--- config.mk ---
export PLATFORM = sky130hd
export DESIGN_NAME = timer_reload_pwm
export DESIGN_NICKNAME = d
export VERILOG_FILES = /design/src/shared/timer_reload_pwm_pkg.sv /design/src/hw/timer_reload_pwm.sv
export VERILOG_INCLUDE_DIRS = /design/src /design/src/shared
export SDC_FILE = /design/constraint.sdc
export NUM_CORES = 1
export LEC_CHECK = 0
export ABC_AREA = 1
export BUFFER_PORTS_ARGS = -buffer_cell sky130_fd_sc_hd__buf_2
export CAP_MARGIN = 10
export CORE_MARGIN = 8
export CORE_UTILIZATION = 58
export CTS_CLUSTER_DIAMETER = 150
export DETAILED_ROUTE_END_ITERATION = 10
export PLACE_DENSITY = 0.91
export SETUP_SLACK_MARGIN = 0.2
export SYNTH_ARGS = -nofsm -noshare
export SYNTH_HDL_FRONTEND = slang
export SYNTH_SLANG_ARGS = --single-unit
--- constraint.sdc ---
create_clock -name clk -period 3.1 [get_ports clk]
set_input_delay 0.155 -clock clk [delete_from_list [all_inputs] [get_ports clk]]
set_output_delay 0.155 -clock clk [all_outputs]
set_load 0.01 [all_outputs]
--- src/shared/timer_reload_pwm_defines.svh ---
`ifndef TIMER_RELOAD_PWM_DEFINES_SVH
`define TIMER_RELOAD_PWM_DEFINES_SVH
// ==========================================
// Register indices (byte address = 4 * index)
`define IDX_MODE_CONTROL 8'hb4
`define IDX_COUNT_VALUE 8'hb5
`define IDX_RELOAD_VALUE 8'hb6
`define IDX_DUTY_COMPARE 8'hb7
`define IDX_STATUS_CTRL 8'hbc
// ==========================================
// Bus geometry
`define BUS_ADDR_W 10
`define BUS_DATA_W 32
// ==========================================
// Mode control field positions
`define MODE_RUN_BIT 7
`define MODE_RATE_HI 6
`define MODE_RATE_LO 4
`define MODE_EXT_BIT 3
`define MODE_SRC_BIT 2
`define MODE_PULSE_BIT 1
`define MODE_PWM_BIT 0
// ==========================================
// Status/control field positions
`define STAT_FLAG_BIT 0
`define STAT_IEN_BIT 1
// ==========================================
// Reset values and counter constants
`define RST_BYTE 8'h00
`define COUNT_FULL 8'hff
`define PRESCALE_MASK_ALL 7'h7f
`endif

--- src/shared/timer_reload_pwm_pkg.sv ---
package timer_reload_pwm_pkg;
   // ==========================================
   // Mode control layout, bit 7 down to bit 0
   typedef struct packed {
      logic timer_run_bit;
      logic [2:0] prescale_rate;
      logic external_clock_select;
      logic internal_source_select;
      logic one_pulse_select;
      logic pwm_output_enable;
   } mode_control_t;

   // ==========================================
   // Avalon-MM request from the master
   typedef struct packed {
      logic read;
      logic write;
      logic [9:0] address;
      logic [31:0] writedata;
      logic [3:0] byteenable;
   } avmm_req_t;

   // ==========================================
   // Pin-facing outputs
   typedef struct packed {
      logic pwm_output_pin;
      logic pwm_pin_owned;
      logic event_wake_disable;
      logic event_pin_int_flag_hold;
   } pin_ctrl_t;
endpackage

--- src/hw/timer_reload_pwm.sv ---
`include "timer_reload_pwm_defines.svh"
module timer_reload_pwm (
   input wire logic clk,
   input wire logic rst_n,
   input wire timer_reload_pwm_pkg::avmm_req_t avm_req,
   output logic [31:0] avm_readdata,
   output logic avm_waitrequest,
   input wire logic fcpu_tick,
   input wire logic fhosc_tick,
   input wire logic event_input_pin,
   input wire logic gpio_out_level,
   output timer_reload_pwm_pkg::pin_ctrl_t pin_ctrl,
   output logic overflow_irq
);
   import timer_reload_pwm_pkg::*;

   // ==========================================
   // Reset release
   logic rst_meta_reg;
   logic rst_sync_n;

   always_ff @(posedge clk or negedge rst_n) begin
      if (!rst_n) begin
         rst_meta_reg <= 1'b0;
         rst_sync_n <= 1'b0;
      end else begin
         rst_meta_reg <= 1'b1;
         rst_sync_n <= rst_meta_reg;
      end
   end

   // ==========================================
   // Bus slave: one wait cycle, then answer
   logic ack_reg;
   logic [7:0] idx;
   logic bus_wr;
   logic wr_lane0;
   logic wr_mode;
   logic wr_count;
   logic wr_reload;
   logic wr_duty;
   logic wr_status;

   assign idx = avm_req.address[9:2];
   assign avm_waitrequest = (avm_req.read | avm_req.write) & ~ack_reg;
   assign bus_wr = avm_req.write & ack_reg;
   assign wr_lane0 = bus_wr & avm_req.byteenable[0];
   assign wr_mode = wr_lane0 & (idx == `IDX_MODE_CONTROL);
   assign wr_count = wr_lane0 & (idx == `IDX_COUNT_VALUE);
   assign wr_reload = wr_lane0 & (idx == `IDX_RELOAD_VALUE);
   assign wr_duty = wr_lane0 & (idx == `IDX_DUTY_COMPARE);
   assign wr_status = wr_lane0 & (idx == `IDX_STATUS_CTRL);

   always_ff @(posedge clk or negedge rst_sync_n) begin
      if (!rst_sync_n) begin
         ack_reg <= 1'b0;
      end else begin
         ack_reg <= (avm_req.read | avm_req.write) & ~ack_reg;
      end
   end

   // ==========================================
   // Registers
   mode_control_t mode_reg;
   logic [7:0] count_reg;
   logic [7:0] count_next;
   logic [7:0] reload_pending_reg;
   logic [7:0] reload_active_reg;
   logic [7:0] duty_reg;
   logic flag_reg;
   logic ien_reg;
   logic run_prev_reg;
   logic start;
   logic tick;
   logic ovf;
   logic cycle_start;

   assign start = mode_reg.timer_run_bit & ~run_prev_reg;
   assign ovf = tick & (count_reg == `COUNT_FULL);
   assign cycle_start = start | ovf;

   always_ff @(posedge clk or negedge rst_sync_n) begin
      if (!rst_sync_n) begin
         run_prev_reg <= 1'b0;
      end else begin
         run_prev_reg <= mode_reg.timer_run_bit;
      end
   end

   // Software write wins over the one-pulse auto-clear so a re-arm is never lost
   always_ff @(posedge clk or negedge rst_sync_n) begin
      if (!rst_sync_n) begin
         mode_reg <= mode_control_t'(`RST_BYTE);
      end else if (wr_mode) begin
         mode_reg <= mode_control_t'(avm_req.writedata[7:0]);
      end else if (ovf & mode_reg.one_pulse_select & mode_reg.pwm_output_enable) begin
         mode_reg.pwm_output_enable <= 1'b0;
      end
   end

   always_ff @(posedge clk or negedge rst_sync_n) begin
      if (!rst_sync_n) begin
         duty_reg <= `RST_BYTE;
      end else if (wr_duty) begin
         duty_reg <= avm_req.writedata[7:0];
      end
   end

   // Holding buffer; active copy only changes at a cycle boundary
   always_ff @(posedge clk or negedge rst_sync_n) begin
      if (!rst_sync_n) begin
         reload_pending_reg <= `RST_BYTE;
         reload_active_reg <= `RST_BYTE;
      end else begin
         if (wr_reload) begin
            reload_pending_reg <= avm_req.writedata[7:0];
         end
         if (cycle_start) begin
            reload_active_reg <= reload_pending_reg;
         end
      end
   end

   // ==========================================
   // Clock selection and prescaler
   logic [6:0] pre_reg;
   logic [6:0] pre_mask;
   logic src_tick;
   logic div_tick;

   assign src_tick = mode_reg.internal_source_select ? fhosc_tick : fcpu_tick;
   assign pre_mask = `PRESCALE_MASK_ALL >> mode_reg.prescale_rate;
   assign div_tick = src_tick & ((pre_reg & pre_mask) == pre_mask);

   always_ff @(posedge clk or negedge rst_sync_n) begin
      if (!rst_sync_n) begin
         pre_reg <= 7'h00;
      end else if (start) begin
         pre_reg <= 7'h00;
      end else if (src_tick) begin
         pre_reg <= pre_reg + 7'h01;
      end
   end

   // ==========================================
   // Event input: synchroniser, then falling-edge detect
   logic ev_meta_reg;
   logic ev_sync_reg;
   logic ev_prev_reg;
   logic ev_fall;

   always_ff @(posedge clk or negedge rst_sync_n) begin
      if (!rst_sync_n) begin
         ev_meta_reg <= 1'b1;
         ev_sync_reg <= 1'b1;
         ev_prev_reg <= 1'b1;
      end else begin
         ev_meta_reg <= event_input_pin;
         ev_sync_reg <= ev_meta_reg;
         ev_prev_reg <= ev_sync_reg;
      end
   end

   assign ev_fall = ev_prev_reg & ~ev_sync_reg;

   // Start cycle never counts, so the loaded value is seen for a full count
   assign tick = mode_reg.timer_run_bit & ~start &
                 (mode_reg.external_clock_select ? ev_fall : div_tick);

   // ==========================================
   // Counter
   always_comb begin
      count_next = count_reg;
      if (wr_count) begin
         count_next = avm_req.writedata[7:0];
      end else if (cycle_start) begin
         count_next = reload_pending_reg;
      end else if (tick) begin
         count_next = count_reg + 8'h01;
      end
   end

   always_ff @(posedge clk or negedge rst_sync_n) begin
      if (!rst_sync_n) begin
         count_reg <= `RST_BYTE;
      end else begin
         count_reg <= count_next;
      end
   end

   // ==========================================
   // Overflow flag and interrupt; a set in the clear cycle wins
   always_ff @(posedge clk or negedge rst_sync_n) begin
      if (!rst_sync_n) begin
         flag_reg <= 1'b0;
         ien_reg <= 1'b0;
      end else begin
         if (ovf) begin
            flag_reg <= 1'b1;
         end else if (wr_status & avm_req.writedata[`STAT_FLAG_BIT]) begin
            flag_reg <= 1'b0;
         end
         if (wr_status) begin
            ien_reg <= avm_req.writedata[`STAT_IEN_BIT];
         end
      end
   end

   always_ff @(posedge clk or negedge rst_sync_n) begin
      if (!rst_sync_n) begin
         overflow_irq <= 1'b0;
      end else begin
         overflow_irq <= (flag_reg | ovf) & ien_reg;
      end
   end

   // ==========================================
   // PWM waveform
   logic pwm_level_reg;
   logic pwm_sel;

   always_ff @(posedge clk or negedge rst_sync_n) begin
      if (!rst_sync_n) begin
         pwm_level_reg <= 1'b0;
      end else if (cycle_start) begin
         pwm_level_reg <= (duty_reg > reload_pending_reg);
      end else if (count_next == duty_reg) begin
         pwm_level_reg <= 1'b0;
      end
   end

   assign pwm_sel = mode_reg.timer_run_bit & mode_reg.pwm_output_enable;

   // ==========================================
   // Pin control, all registered
   always_ff @(posedge clk or negedge rst_sync_n) begin
      if (!rst_sync_n) begin
         pin_ctrl <= '0;
      end else begin
         pin_ctrl.pwm_output_pin <= pwm_sel ? pwm_level_reg : gpio_out_level;
         pin_ctrl.pwm_pin_owned <= pwm_sel;
         pin_ctrl.event_wake_disable <= mode_reg.external_clock_select;
         pin_ctrl.event_pin_int_flag_hold <= mode_reg.external_clock_select;
      end
   end

   // ==========================================
   // Read path, latched in the wait cycle
   logic [7:0] rd_byte;

   always_comb begin
      rd_byte = 8'h00;
      unique case (idx)
         `IDX_MODE_CONTROL: rd_byte = mode_reg;
         `IDX_COUNT_VALUE: rd_byte = count_reg;
         `IDX_DUTY_COMPARE: rd_byte = duty_reg;
         `IDX_STATUS_CTRL: rd_byte = {6'h00, ien_reg, flag_reg};
         default: rd_byte = 8'h00;
      endcase
   end

   always_ff @(posedge clk or negedge rst_sync_n) begin
      if (!rst_sync_n) begin
         avm_readdata <= 32'h00000000;
      end else if (avm_req.read & ~ack_reg) begin
         avm_readdata <= {24'h000000, rd_byte};
      end
   end

   // ==========================================
   // Checks
   property p_autoload;
      @(posedge clk) disable iff (!rst_sync_n)
      (ovf && !wr_count) |=> (count_reg == $past(reload_pending_reg));
   endproperty
   a_autoload: assert property (p_autoload) else $error("no reload at overflow");

   property p_hold_buffer;
      @(posedge clk) disable iff (!rst_sync_n)
      (wr_reload && !cycle_start) |=> (reload_active_reg == $past(reload_active_reg));
   endproperty
   a_hold_buffer: assert property (p_hold_buffer) else $error("active reload moved early");

   property p_start_load;
      @(posedge clk) disable iff (!rst_sync_n)
      (start && !wr_count) |=> (count_reg == $past(reload_pending_reg));
   endproperty
   a_start_load: assert property (p_start_load) else $error("no load on enable");

   property p_pin_pwm;
      @(posedge clk) disable iff (!rst_sync_n)
      pwm_sel |=> (pin_ctrl.pwm_output_pin == $past(pwm_level_reg)) && pin_ctrl.pwm_pin_owned;
   endproperty
   a_pin_pwm: assert property (p_pin_pwm) else $error("pin not driven by pwm");

   property p_cycle_high;
      @(posedge clk) disable iff (!rst_sync_n)
      (ovf && duty_reg > reload_pending_reg) |=> pwm_level_reg;
   endproperty
   a_cycle_high: assert property (p_cycle_high) else $error("pwm not high at cycle start");

   property p_duty_low;
      @(posedge clk) disable iff (!rst_sync_n)
      (cycle_start && !(duty_reg > reload_pending_reg)) |=> !pwm_level_reg;
   endproperty
   a_duty_low: assert property (p_duty_low) else $error("pwm high with small duty");

   property p_compare_low;
      @(posedge clk) disable iff (!rst_sync_n)
      (tick && !cycle_start && count_next == duty_reg) |=> !pwm_level_reg;
   endproperty
   a_compare_low: assert property (p_compare_low) else $error("pwm high after compare");

   property p_flag_set;
      @(posedge clk) disable iff (!rst_sync_n)
      ovf |=> flag_reg ##1 (overflow_irq == $past(ien_reg));
   endproperty
   a_flag_set: assert property (p_flag_set) else $error("flag or irq missing");

   property p_flag_sticky;
      @(posedge clk) disable iff (!rst_sync_n)
      (flag_reg && !wr_status) |=> flag_reg;
   endproperty
   a_flag_sticky: assert property (p_flag_sticky) else $error("flag cleared by itself");

   property p_gpio_back;
      @(posedge clk) disable iff (!rst_sync_n)
      !pwm_sel |=> (pin_ctrl.pwm_output_pin == $past(gpio_out_level));
   endproperty
   a_gpio_back: assert property (p_gpio_back) else $error("pin not returned to gpio");

   property p_event_count;
      @(posedge clk) disable iff (!rst_sync_n)
      (mode_reg.timer_run_bit && mode_reg.external_clock_select && !start && !wr_count
       && $fell(ev_sync_reg)) |=> (count_reg != $past(count_reg));
   endproperty
   a_event_count: assert property (p_event_count) else $error("event edge not counted");

   property p_event_block;
      @(posedge clk) disable iff (!rst_sync_n)
      mode_reg.external_clock_select ##1 mode_reg.external_clock_select |->
         pin_ctrl.event_pin_int_flag_hold && pin_ctrl.event_wake_disable;
   endproperty
   a_event_block: assert property (p_event_block) else $error("event pin not blocked");

   property p_one_pulse;
      @(posedge clk) disable iff (!rst_sync_n)
      (ovf && mode_reg.one_pulse_select && mode_reg.pwm_output_enable && !wr_mode)
         |=> !mode_reg.pwm_output_enable ##1 !pin_ctrl.pwm_pin_owned;
   endproperty
   a_one_pulse: assert property (p_one_pulse) else $error("one pulse not ended");

   property p_stopped;
      @(posedge clk) disable iff (!rst_sync_n)
      (!mode_reg.timer_run_bit && !wr_count) |=> (count_reg == $past(count_reg));
   endproperty
   a_stopped: assert property (p_stopped) else $error("counter moved while stopped");
endmodule

==> summary.md, run 1 <==
| Metric | Value |
|---|---|
| Outcome | finished clean |
| Synth top area cells | dfrtp_1 40%, nand2_1 14%, inv_1 6.4% |
| Hold Crit Class | primary input to flop |
| Commonest cells post-synth | 132 x nand2_1, 62 x inv_1, 58 x dfrtp_1 |
| DR vias/cell | 5.41 |
| DR iter-0 viols | 248 |
| Post-route DRC violation count | 0 |
| Critical R2R Capture | pwm_level_reg |
| Chip width | 95.1 microns |
| Starting Density | 58.4% |
| Required @ worst endpoint | between 3000 and 4000 ps |
| I/O pins | 92 |
| Worst Hold Depth | 3 |
| CTS H-tree depth | 3 |
| Register-to-register setup slack | 680 ps |
| Vias | 3,243 |
| Number of global-route vias before repair | about 3.2k |
| Area grow syn2layout | 10.6% |
| Cells after synthesis | between 400 and 500 |
| Fin. Hold Viols | 0 |
| Initial antenna violation count | 0 |
| CP top delay family | simple AND/OR/NAND/NOR gates |
| Die ar. | 9040 sq um |
| Pins Over Slew Limit | 0 |
| Global-route wire length before repair | 14,100 microns |
| Power Total | between 2000 and 2500 uW |
| Yosys top cell area share | 40.0% |
| Reg2reg start | count_reg[0] |
| HPWL after DPL | 6370 microns |
| Crit-path max cell delay | 420 ps |
| Final setup vio count | 0 |
| Num CTS Buffers | 9 |
| Final WL | 8520 microns |
| Number of placement rows | 29 |
| Hold Slack | 43.6 ps |
| Setup ws final | 683 ps |
| Worst-Margin Slew | 673 ps |
| Number of antenna repair diodes | 0 |
| Maximum fanout along the worst path | 13 |
| Die Span Y | 95.1 microns |
| Leakage | 0.00210 uW |
| Fin nets | 581 |
| Clock skew | 7.11 ps |
| Top-count cell post-synth | nand2_1 |
| Synthesized cell area | 3630 sq um |
| Setup bufs post-CTS | 0 |
| Cts repair resizes | 0 |
| Clock buffer depth | 2 |
| Port Buffer Count | 38 |
| TritonCTS clock tree | built |
| Gr ovfl total | 0 |
| Startpoint types | flop |
| FFs w/ async S/R, synth | 100% |
| Number of synthesized flops with an enable pin | 0 |
| Hold path start | gpio_out_level |
| Pwr Density | 530 nW/um^2 |
| Period minus WS final | 2420 ps |
| Ys Warns | 0 |
| Clock Pin Slew Worst Setup and Hold Paths | 70 ps |
| CP max-delay cell | dfrtp_1 |
| Fraction of layout cells with a size suffix above 1 | 16.5% |
| Slew headroom | between 50 and 60% |
| Clk Latency, worst-skew pair | 340 ps |
| Dominant register cell in the synthesized netlist | dfrtp_1 |
| CTS Sinks | 61 |
| Sequential area share after synthesis | 42.2% |
| Worst setup EP type | flop |
| VDD IR max | approximately 0.42 mV |
| Arrival time worst endpoint | 2630 ps |
| Cell mode on critical path | nand2_1 |
| Routability Congestion | about 1 |
| Bufs and invs on worst path | 3 |
| Setup repair after global routing missed its margin | no |
| #FFs+latches synth | around 60 |
| Yosys cell types | 34 |
| Max Freq | ~410 MHz |
| WHS Endpoint | pin_ctrl[3] |
| Critical setup path kind | flop to flop |
| DR pass1 iterations | 5 |
| # fillers | 495 |
| Post-Place Setup Slack | 767 ps |
| Total GRT Usage | just under 20% |
| Number of nets with antenna violations after routing | 0 |
| Total core area | 6200 sq um |
| Yosys top cell by area | dfrtp_1 |
| Post-CTS Hold Buffers | 2 |
| Mean Syn Cell Area | 7.65 sq um |
| Largest net degree at the start of global routing | 34 |
| Max-cap violation count | 0 |
| Critical-path cell list | ha_1, nand2_1, inv_2, nand2_1, nor2_1, nand3_4, nand2_4, inv_2, nand2_1, nand3_2, nand3_1, nand2_1, inv_1, nand2_1, nor2_1, nand2_1, nand2_1, nand2_1 |
| Tcrit/Tclk final | between 70% and 80% |
| Sum Neg Setup Slack | 0 ps |
| Clock root buffer | clkbuf_8 |
| Drt wl/cell | ~14 microns |
| Path depth of the worst reg2reg path | 18 |
## final cells by class
class                      count  area [sq um]  area share [%]
clock inverter                 4          70.1            1.75
sequential                    61          1530            38.2
timing repair buffer          41           218            5.43
clock buffer                  12           155            3.87
multi-input combinational    337          1690            42.1
tap                           77          96.3            2.40
inverter                      67           251            6.27
## routing by layer
metal	part of all wire, %	up-vias	global-route usage [%]
met5	0	-	0
met4	3.0	0	11.4
met3	8.6	32	4.80
met2	49	172	32.8
met1	39	1490	23.0
li1	-	1549	-
## metrics by stage
stage / instances / instance area (sq um) / util [%]
2_1_floorplan: 497 / 3710 / -
3_3_place_gp: 581 / 3770 / 60.7
3_5_place_dp: 581 / 3770 / 60.7
4_1_cts: 599 / 4010 / 64.7
5_1_grt: 599 / 4010 / 64.7
6_report: 599 / 4010 / 64.7
## how the worst max path moves through the flow
stage               slack, ps       endpoint    startpoint  depth (start not counted)
CTS                       710  pwm_level_reg  count_reg[0]                         18
global placement          850  pwm_level_reg  count_reg[0]                         18
finish                    680  pwm_level_reg  count_reg[0]                         18
floorplan                1200  pwm_level_reg  count_reg[0]                         17
global route              460  pwm_level_reg  count_reg[0]                         18
detailed placement        770  pwm_level_reg  count_reg[0]                         18
## worst reg2reg max path: cells and delay by family (launching register included)
family | cells | cell delay, ps
adders and majority gates | 1 | 200
and+or+nand+nor | 14 | 1440
DFF | 1 | 420
buffers and inverters | 3 | 230
## layout by cell type, fill, tap and decap left out, types with 2 or more instances in the layout
cell type      count
nand2_1          132
inv_1             62
dfrtp_1           57
o21ai_0           43
buf_2             38
nor2_1            29
nand3_1           25
conb_1            25
a21oi_1           16
nand2_2           12
clkbuf_8          11
ha_1              10
o22ai_1            8
nand4_1            6
nand3b_1           5
inv_2              4
xor2_1             4
nand2_4            4
nand3_2            4
nor3_1             3
dfstp_2            3
nor4_1             2
o221ai_1           2
bufinv_16          2
clkinv_2           2
dlygate4sd3_1      2
## power breakdown
part	internal [uW]	switching [uW]
clock	494	310
sequential	872	81.8
combinational	137	232
total	1500	624
## cells by family (layout without fill, tap and decap cells)
logic type,Yosys count,after routing,share of synthesized area [%]
flops,61,61,42.2
fa+ha+maj,10,10,3.45
compound gates,72,72,10.7
other cells,2,25,0.207
xor+xnor,4,4,0.966
simple gates,226,226,28.9
buf+inv,99,124,13.6
(Power assumes the default switching activity.)
==> run 2: changes to the inputs <==
--- a/config.mk
+++ b/config.mk
@@ -6,14 +6,14 @@
 export SDC_FILE = /design/constraint.sdc
 export NUM_CORES = 1
 export LEC_CHECK = 0
-export ABC_AREA = 1
+export ABC_AREA = 0
 export BUFFER_PORTS_ARGS = -buffer_cell sky130_fd_sc_hd__buf_2
 export CAP_MARGIN = 10
 export CORE_MARGIN = 8
-export CORE_UTILIZATION = 58
+export CORE_UTILIZATION = 49
 export CTS_CLUSTER_DIAMETER = 150
 export DETAILED_ROUTE_END_ITERATION = 10
-export PLACE_DENSITY = 0.91
+export PLACE_DENSITY = 0.82
 export SETUP_SLACK_MARGIN = 0.2
 export SYNTH_ARGS = -nofsm -noshare
 export SYNTH_HDL_FRONTEND = slang
==> constraint.sdc (replaced) <==
create_clock -name clk -period 2 [get_ports clk]
set_input_delay 0.1 -clock clk [delete_from_list [all_inputs] [get_ports clk]]
set_output_delay 0.1 -clock clk [all_outputs]
set_load 0.01 [all_outputs]
==> run 2 against run 1 <==
Net effect: critical endpoint unchanged; via count is 2.6% higher; final cell count is 1.2% lower; largest power group unchanged; sequential share of layout area is 5.9 points lower; die area is 17% higher; critical path depth is 10 lower; combinational power grew to 2.6 times the previous value; the run now ends with setup timing left; critical path type unchanged; first-iteration DRC count is 31% lower; count of clock-buffer cells in the layout is 3 higher; routed wire length is 22% higher; setup slack worse by 1100 ps; final area is 18% higher.
==> summary.md, run 2 <==
| Metric | Value |
|---|---|
| Outcome | finished with violations |
| Violated checks | setup timing |
| Clock buffer depth | 2 (unchanged) |
| Final WL | 10,400 microns (+22%) |
| Total core area | 7290 sq um (+18%) |
| Mean Syn Cell Area | 9.69 sq um (+27%) |
| Pwr Density | 756 nW/um^2 (+43%) |
| VDD IR max | 0.411 mV (-2.7%) |
| Die Span Y | 103 microns (+8.3%) |
| Synthesized cell area | 3700 sq um (+2.1%) |
| Synth top area cells | dfrtp_1 39%, mux2_2 7.9%, buf_4 5.3% |
| Clk Latency, worst-skew pair | 350 ps (about the same) |
| Fin nets | 552 (-5.0%) |
| Number of antenna repair diodes | 0 (unchanged) |
| Chip width | 103 microns (+8.3%) |
| Bufs and invs on worst path | 0 (-3) |
| CTS H-tree depth | 3 (unchanged) |
| Fraction of layout cells with a size suffix above 1 | 34.5% (+18 points) |
| Vias | 3,327 (+2.6%) |
| Gr ovfl total | 0 (unchanged) |
| Largest net degree at the start of global routing | 27 (-21%) |
| Leakage | 0.00228 uW (+8.1%) |
| Post-placement cell area | 4400 sq um (+17%) |
| Max Freq | 407 MHz (-1.6%) |
| Number of global-route vias before repair | 3,310 (+3.6%) |
| Yosys top cell by area | dfrtp_1 |
| Global-route wire length before repair | 16,300 microns (+16%) |
| Area grow syn2layout | 28.3% |
| Placed insts | 567 (-2.4%) |
| Ys Warns | 0 (unchanged) |
| CP top delay family | simple AND/OR/NAND/NOR gates |
| FFs w/ async S/R, synth | 100% (unchanged) |
| Top-count cell post-synth | dfrtp_1 |
| Register area | 1530 sq um (unchanged) |
| CP max-delay cell | or4_4 |
| Cells after synthesis | 382 (-19%) |
| Fin area | 4750 sq um (+18%) |
| Num CTS Buffers | 9 (unchanged) |
| Max-cap violation count | 0 (unchanged) |
| Yosys cell types | 54 (+59%) |
| Starting Density | 50.8% (-7.7 points) |
| Hold Crit Class | primary input to flop |
| Drt wl/cell | 17.6 microns (+23%) |
| Pins Over Slew Limit | 0 (unchanged) |
| Setup repair after global routing missed its margin | yes |
| Worst-Margin Slew | 599 ps (-74.1 ps) |
| Clock Pin Slew Worst Setup and Hold Paths | 80 ps (about the same) |
| Post-route DRC violation count | 0 (unchanged) |
| DR iter-0 viols | 172 (-31%) |
| Dominant register cell in the synthesized netlist | dfrtp_1 |
| Critical setup path kind | flop to flop |
| Commonest non-fill, non-tap cell in the layout | buf_4 |
| Slew headroom | 60.1% (+5.1 points) |
| Commonest cells post-synth | 58 x dfrtp_1, 41 x nand2_1, 26 x buf_4, 26 x mux2_2, 21 x o21ai_0 |
| Critical-path cell list | a21oi_1, or3_4, or4_4, and4_4, nor3_4, xor2_1, a41oi_1, a211o_1 |
| Hold Slack | 26.6 ps (-17.0 ps) |
| TritonCTS clock tree | built |
| Worst setup EP type | flop |
| Final setup vio count | 7 (+7) |
| Maximum fanout along the worst path | 4 (-9) |
| Number of nets with antenna violations after routing | 0 (unchanged) |
| Port Buffer Count | 38 (unchanged) |
| Routability Congestion | 1.04 (+4.3%) |
| Startpoint types | flop |
| Yosys top cell area share | 39.2% (-0.81 points) |
| DR pass1 iterations | 5 (unchanged) |
| Sum Neg Setup Slack | -918 ps (-918 ps) |
| Most frequent cells in the layout | 66 x buf_4, 57 x dfrtp_1, 40 x nand2_1 |
| Setup ws final | -457 ps (-1140 ps) |
| Number of synthesized flops with an enable pin | 0 (unchanged) |
| Clock skew | 13.6 ps (+6.45 ps) |
| DR vias/cell | 5.62 (+3.8%) |
| Total GRT Usage | 20.2% (+0.38 points) |
| #FFs+latches synth | 61 (unchanged) |
| HPWL after DPL | 7850 microns (+23%) |
| Number of placement rows | 31 (+6.9%) |
| Required @ worst endpoint | 2230 ps (-1080 ps) |
| Die ar. | 10,600 sq um (+17%) |
| I/O pins | 92 (unchanged) |
| Period minus WS final | 2460 ps (+39.7 ps) |
| Finished Layout Cells | 592 (-1.2%) |
| Crit-path max cell delay | 520 ps (+100 ps) |
| Arrival time worst endpoint | 2680 ps (+50 ps) |
| Sequential area share after synthesis | 41.3% (-0.86 points) |
| Fin. Hold Viols | 0 (unchanged) |
| Initial antenna violation count | 0 (unchanged) |
| Tcrit/Tclk final | 123% (+45 points) |
| Power Total | 3590 uW (+69%) |
| Clock root buffer | clkbuf_8 |
| # fillers | 586 (+18%) |
| CTS Sinks | 61 (unchanged) |
| Multi-input combinational cell area | 2090 sq um (+24%) |
[run 2: changes by cell type after synthesis, sizes merged, moves of 6 or more]
cell,previous run,this run
nand2,148,41
inv,66,13
mux2,0,26
o21ai,44,21
nand3,30,10
xnor2,0,13
nor2,29,17
a22o,0,11
mux2i,0,9
o22ai,8,0
xor2,4,12
and3,1,7
clkbuf,3,9
[run 2: area by class of cell]
class	instances	share of cell area [%]
clock buffers	15	3.72
clock inverters	1	0.633
inverters	13	1.03
multi-input cells	294	44.0
flip-flops and latches	61	32.3
well taps	99	2.61
repair buffers	109	15.7
[run 2: power by group]
group	internal [uW]	leakage, uW	switching (uW)
logic	469	0.00138	505
clock network	680	0.000104	479
registers	1350	0.000792	104
[run 2: cell families after synthesis]
kind of cell,Yosys count,share of synthesized area [%]
compound gates,78,14.2
xor+xnor,25,5.92
fa+ha+maj,10,3.38
buf+inv,50,7.84
flops,61,41.3
mux,35,10.3
other cells,2,0.203
simple gates,121,16.8
[run 2: path summary, 6_finish.rpt]
kind | from | endpoint | slack (ps) | depth (start not counted)
worst max-delay path | pre_reg[0] | pwm_level_reg | -460 | 8
worst min register to register | rst_sync_n | mode_reg[2] | 260 | 0
min in group asynchronous | rst_n | rst_meta_reg | 70 | 2
worst max register to register | pre_reg[0] | pwm_level_reg | -460 | 8
worst min-delay path | avm_req[47] | ack_reg | 30 | 3
max in group asynchronous | rst_sync_n | count_reg[2] | 1100 | 1
[run 2: per-stage QoR]
step	setup slack, ps	util [%]
CTS	-420	63.9
floorplan	-320	-
finish	-457	65.1
global route	-528	65.1
global placement	-350	60.3
detailed placement	-397	60.3
[run 2: worst register-to-register path, delay by kind of cell (launching register included)]
| family | cells | cell delay (ps) |
|---|---|---|
| and+or+nand+nor | 4 | 1280 |
| AOI/OAI and AO/OA | 3 | 480 |
| DFF | 1 | 410 |
| xor gates and xnor gates | 1 | 170 |
[run 2: per-layer routing]
layer / vias to the layer above / track usage (%) / part of all wire (%)
met5: - / 0 / 0
met3: 24 / 4.93 / 8.9
met2: 161 / 33.4 / 48
li1: 1524 / - / -
met4: 0 / 7.68 / 2.5
met1: 1618 / 24.8 / 41
[run 2: timing repair]
item,4_1_cts,5_1_grt
hold buffers,3,0
gates resized for setup,9,9
endpoints found under the hold margin,4,0
setup endpoints to repair,10,18
pin swaps,1,5
cloned,0,0
buffers inserted,0,6
==> run 3: changes to the inputs <==
--- a/config.mk
+++ b/config.mk
@@ -15,6 +15,7 @@
 export DETAILED_ROUTE_END_ITERATION = 10
 export PLACE_DENSITY = 0.82
 export SETUP_SLACK_MARGIN = 0.2
+export SKIP_LAST_GASP = 1
 export SYNTH_ARGS = -nofsm -noshare
 export SYNTH_HDL_FRONTEND = slang
 export SYNTH_SLANG_ARGS = --single-unit
==> run 3 against run 2 <==
Net effect: the run still ends with setup timing left; final area decreased by 0.11%; largest cell class unchanged; register-to-register slack about the same; routed wire length decreased by 0.24%; clock power hardly changed; worst hold slack improved by 2.9 ps; sequential power about the same; core utilization fell by 0.069 points; via count is 0.54% higher.
==> summary.md, run 3 (synthesis gave the netlist of run 2 again) <==
| Metric | Value |
|---|---|
| Post-Place Setup Slack | -397 ps (unchanged) |
| CP top delay family | simple AND/OR/NAND/NOR gates |
| Leakage | 0.00227 uW (about the same) |
| Port Buffer Count | 38 (unchanged) |
| Power Total | 3580 uW (-0.28%) |
| DR pass1 iterations | 5 (unchanged) |
| Area grow syn2layout | 28.1% |
| I/O pins | 92 (unchanged) |
| Outcome | finished with violations |
| Worst-Margin Slew | 598 ps (-0.611 ps) |
| Critical setup path kind | flop to flop |
| Number of placement rows | 31 (unchanged) |
| Bufs and invs on worst path | 0 (unchanged) |
| Setup ws final | -462 ps (-5.36 ps) |
| DR iter-0 viols | 201 (+17%) |
| Clk Latency, worst-skew pair | 350 ps (about the same) |
| Largest net degree at the start of global routing | 27 (unchanged) |
| Die Span Y | 103 microns (unchanged) |
| Setup repair after global routing missed its margin | yes |
| Maximum fanout along the worst path | 4 (unchanged) |
| # fillers | 586 (unchanged) |
| Vias | 3,345 (+0.54%) |
| Fin nets | 552 (unchanged) |
| Arrival time worst endpoint | 2690 ps (about the same) |
| CTS H-tree depth | 3 (unchanged) |
| Fin area | 4740 sq um (-0.11%) |
| Commonest non-fill, non-tap cell in the layout | buf_4 |
| Violated checks | setup timing |
| Crit-path max cell delay | 520 ps (about the same) |
| Max-cap violation count | 0 (unchanged) |
| Post-placement cell area | 4400 sq um (unchanged) |
| VDD IR max | 0.412 mV (+0.30%) |
| TritonCTS clock tree | built |
| Chip width | 103 microns (unchanged) |
| Most frequent cells in the layout | 66 x buf_4, 57 x dfrtp_1, 40 x nand2_1 |
| Clock skew | 12.4 ps (-1.13 ps) |
| Routability Congestion | 1.04 (unchanged) |
| HPWL after DPL | 7850 microns (unchanged) |
| Critical-path cell list | a21oi_1, or3_4, or4_4, and4_4, nor3_4, xor2_1, a41oi_1, a211o_1 |
| Drt wl/cell | 17.5 microns (-0.24%) |
| DR vias/cell | 5.65 (+0.54%) |
| Total core area | 7290 sq um (unchanged) |
| Die ar. | 10,600 sq um (unchanged) |
| CTS Sinks | 61 (unchanged) |
| Pins Over Slew Limit | 0 (unchanged) |
| Final setup vio count | 6 (-1) |
| Max Freq | 406 MHz (-0.22%) |
| Global-route wire length before repair | 16,300 microns (unchanged) |
| Startpoint types | flop |
| Period minus WS final | 2460 ps (+5.36 ps) |
| Num CTS Buffers | 9 (unchanged) |
| Slew headroom | 60.1% (about the same) |
| Hold Crit Class | primary input to flop |
| Clock buffer depth | 2 (unchanged) |
| Number of global-route vias before repair | 3,310 (unchanged) |
| Pwr Density | 754 nW/um^2 (-0.18%) |
| Worst setup EP type | flop |
| Number of nets with antenna violations after routing | 0 (unchanged) |
| Clock root buffer | clkbuf_8 |
| Clock Pin Slew Worst Setup and Hold Paths | 70 ps (about the same) |
| Required @ worst endpoint | 2230 ps (about the same) |
| Number of antenna repair diodes | 0 (unchanged) |
| Final WL | 10,400 microns (-0.24%) |
| Total GRT Usage | 20.2% (unchanged) |
| Initial antenna violation count | 0 (unchanged) |
| Starting Density | 50.8% (unchanged) |
| Fraction of layout cells with a size suffix above 1 | 34.3% (-0.20 points) |
| Gr ovfl total | 0 (unchanged) |
| Tcrit/Tclk final | 123% (+0.27 points) |
| CP max-delay cell | or4_4 |
| Fin. Hold Viols | 0 (unchanged) |
| Post-route DRC violation count | 0 (unchanged) |
## run 3: changes by cell type in the layout (fill, tap and decap cells not counted)
cell and change:
o31ai_2 -1, o31ai_1 +1
## run 3: layout make-up
cell class | instances | area (sq um) | area share (%)
timing repair buffer | 109 | 747 | 15.8
multi-input combinational | 294 | 2080 | 44.0
clock buffer | 15 | 176 | 3.72
sequential | 61 | 1530 | 32.3
clock inverter | 1 | 30.0 | 0.633
inverter | 13 | 48.8 | 1.03
tap | 99 | 124 | 2.61
## run 3: stage by stage
step	instances	hold WS [ps]	utilization, %	setup TNS, ps
final	592	29.5	65.0	-880
after global routing	592	34.0	65.0	-1550
after CTS	586	17.4	63.9	-535
after detailed placement	567	-113	60.3	-710
after global placement	567	-114	60.3	-668
after floorplan	405	-196	-	-320
## run 3: per-layer routing
| metal | GRT usage (%) | routed length [microns] |
|---|---|---|
| met1 | 24.8 | 4210 |
| met2 | 33.4 | 5010 |
| met3 | 4.93 | 931 |
| met4 | 7.68 | 223 |
| met5 | 0 | 0 |
## run 3: final timing paths
path                                   from       endpoint  slack, ps  cells after the start
worst max-delay path             pre_reg[0]  pwm_level_reg       -460                      8
worst min-delay path            avm_req[47]        ack_reg         30                      3
worst max register to register   pre_reg[0]  pwm_level_reg       -460                      8
worst min register to register   rst_sync_n    mode_reg[2]        270                      0
max in group asynchronous        rst_sync_n   count_reg[2]       1100                      1
min in group asynchronous             rst_n   rst_meta_reg         80                      2
## run 3: where the power goes
group / total [uW] / leakage [uW] / internal (uW) / switching, uW
Combinational: 964 / 0.00138 / 466 / 499
Sequential: 1460 / 0.000792 / 1350 / 104
Clock: 1160 / 0.000104 / 680 / 478
Total: 3580 / 0.00227 / 2500 / 1080
## run 3: worst min-delay path, cell delays in order
cell	delay (ps)
buf_2	90
nor2_1	30
nor2_1	100
## run 3: timing repair
item / 4_1_cts / 5_1_grt
hold endpoints to repair: 4 / 0
hold buffers: 3 / 0
gates resized for setup: 9 / 8
pin swaps: 1 / 5
endpoints found under the setup margin: 10 / 18
buffers inserted: 0 / 6
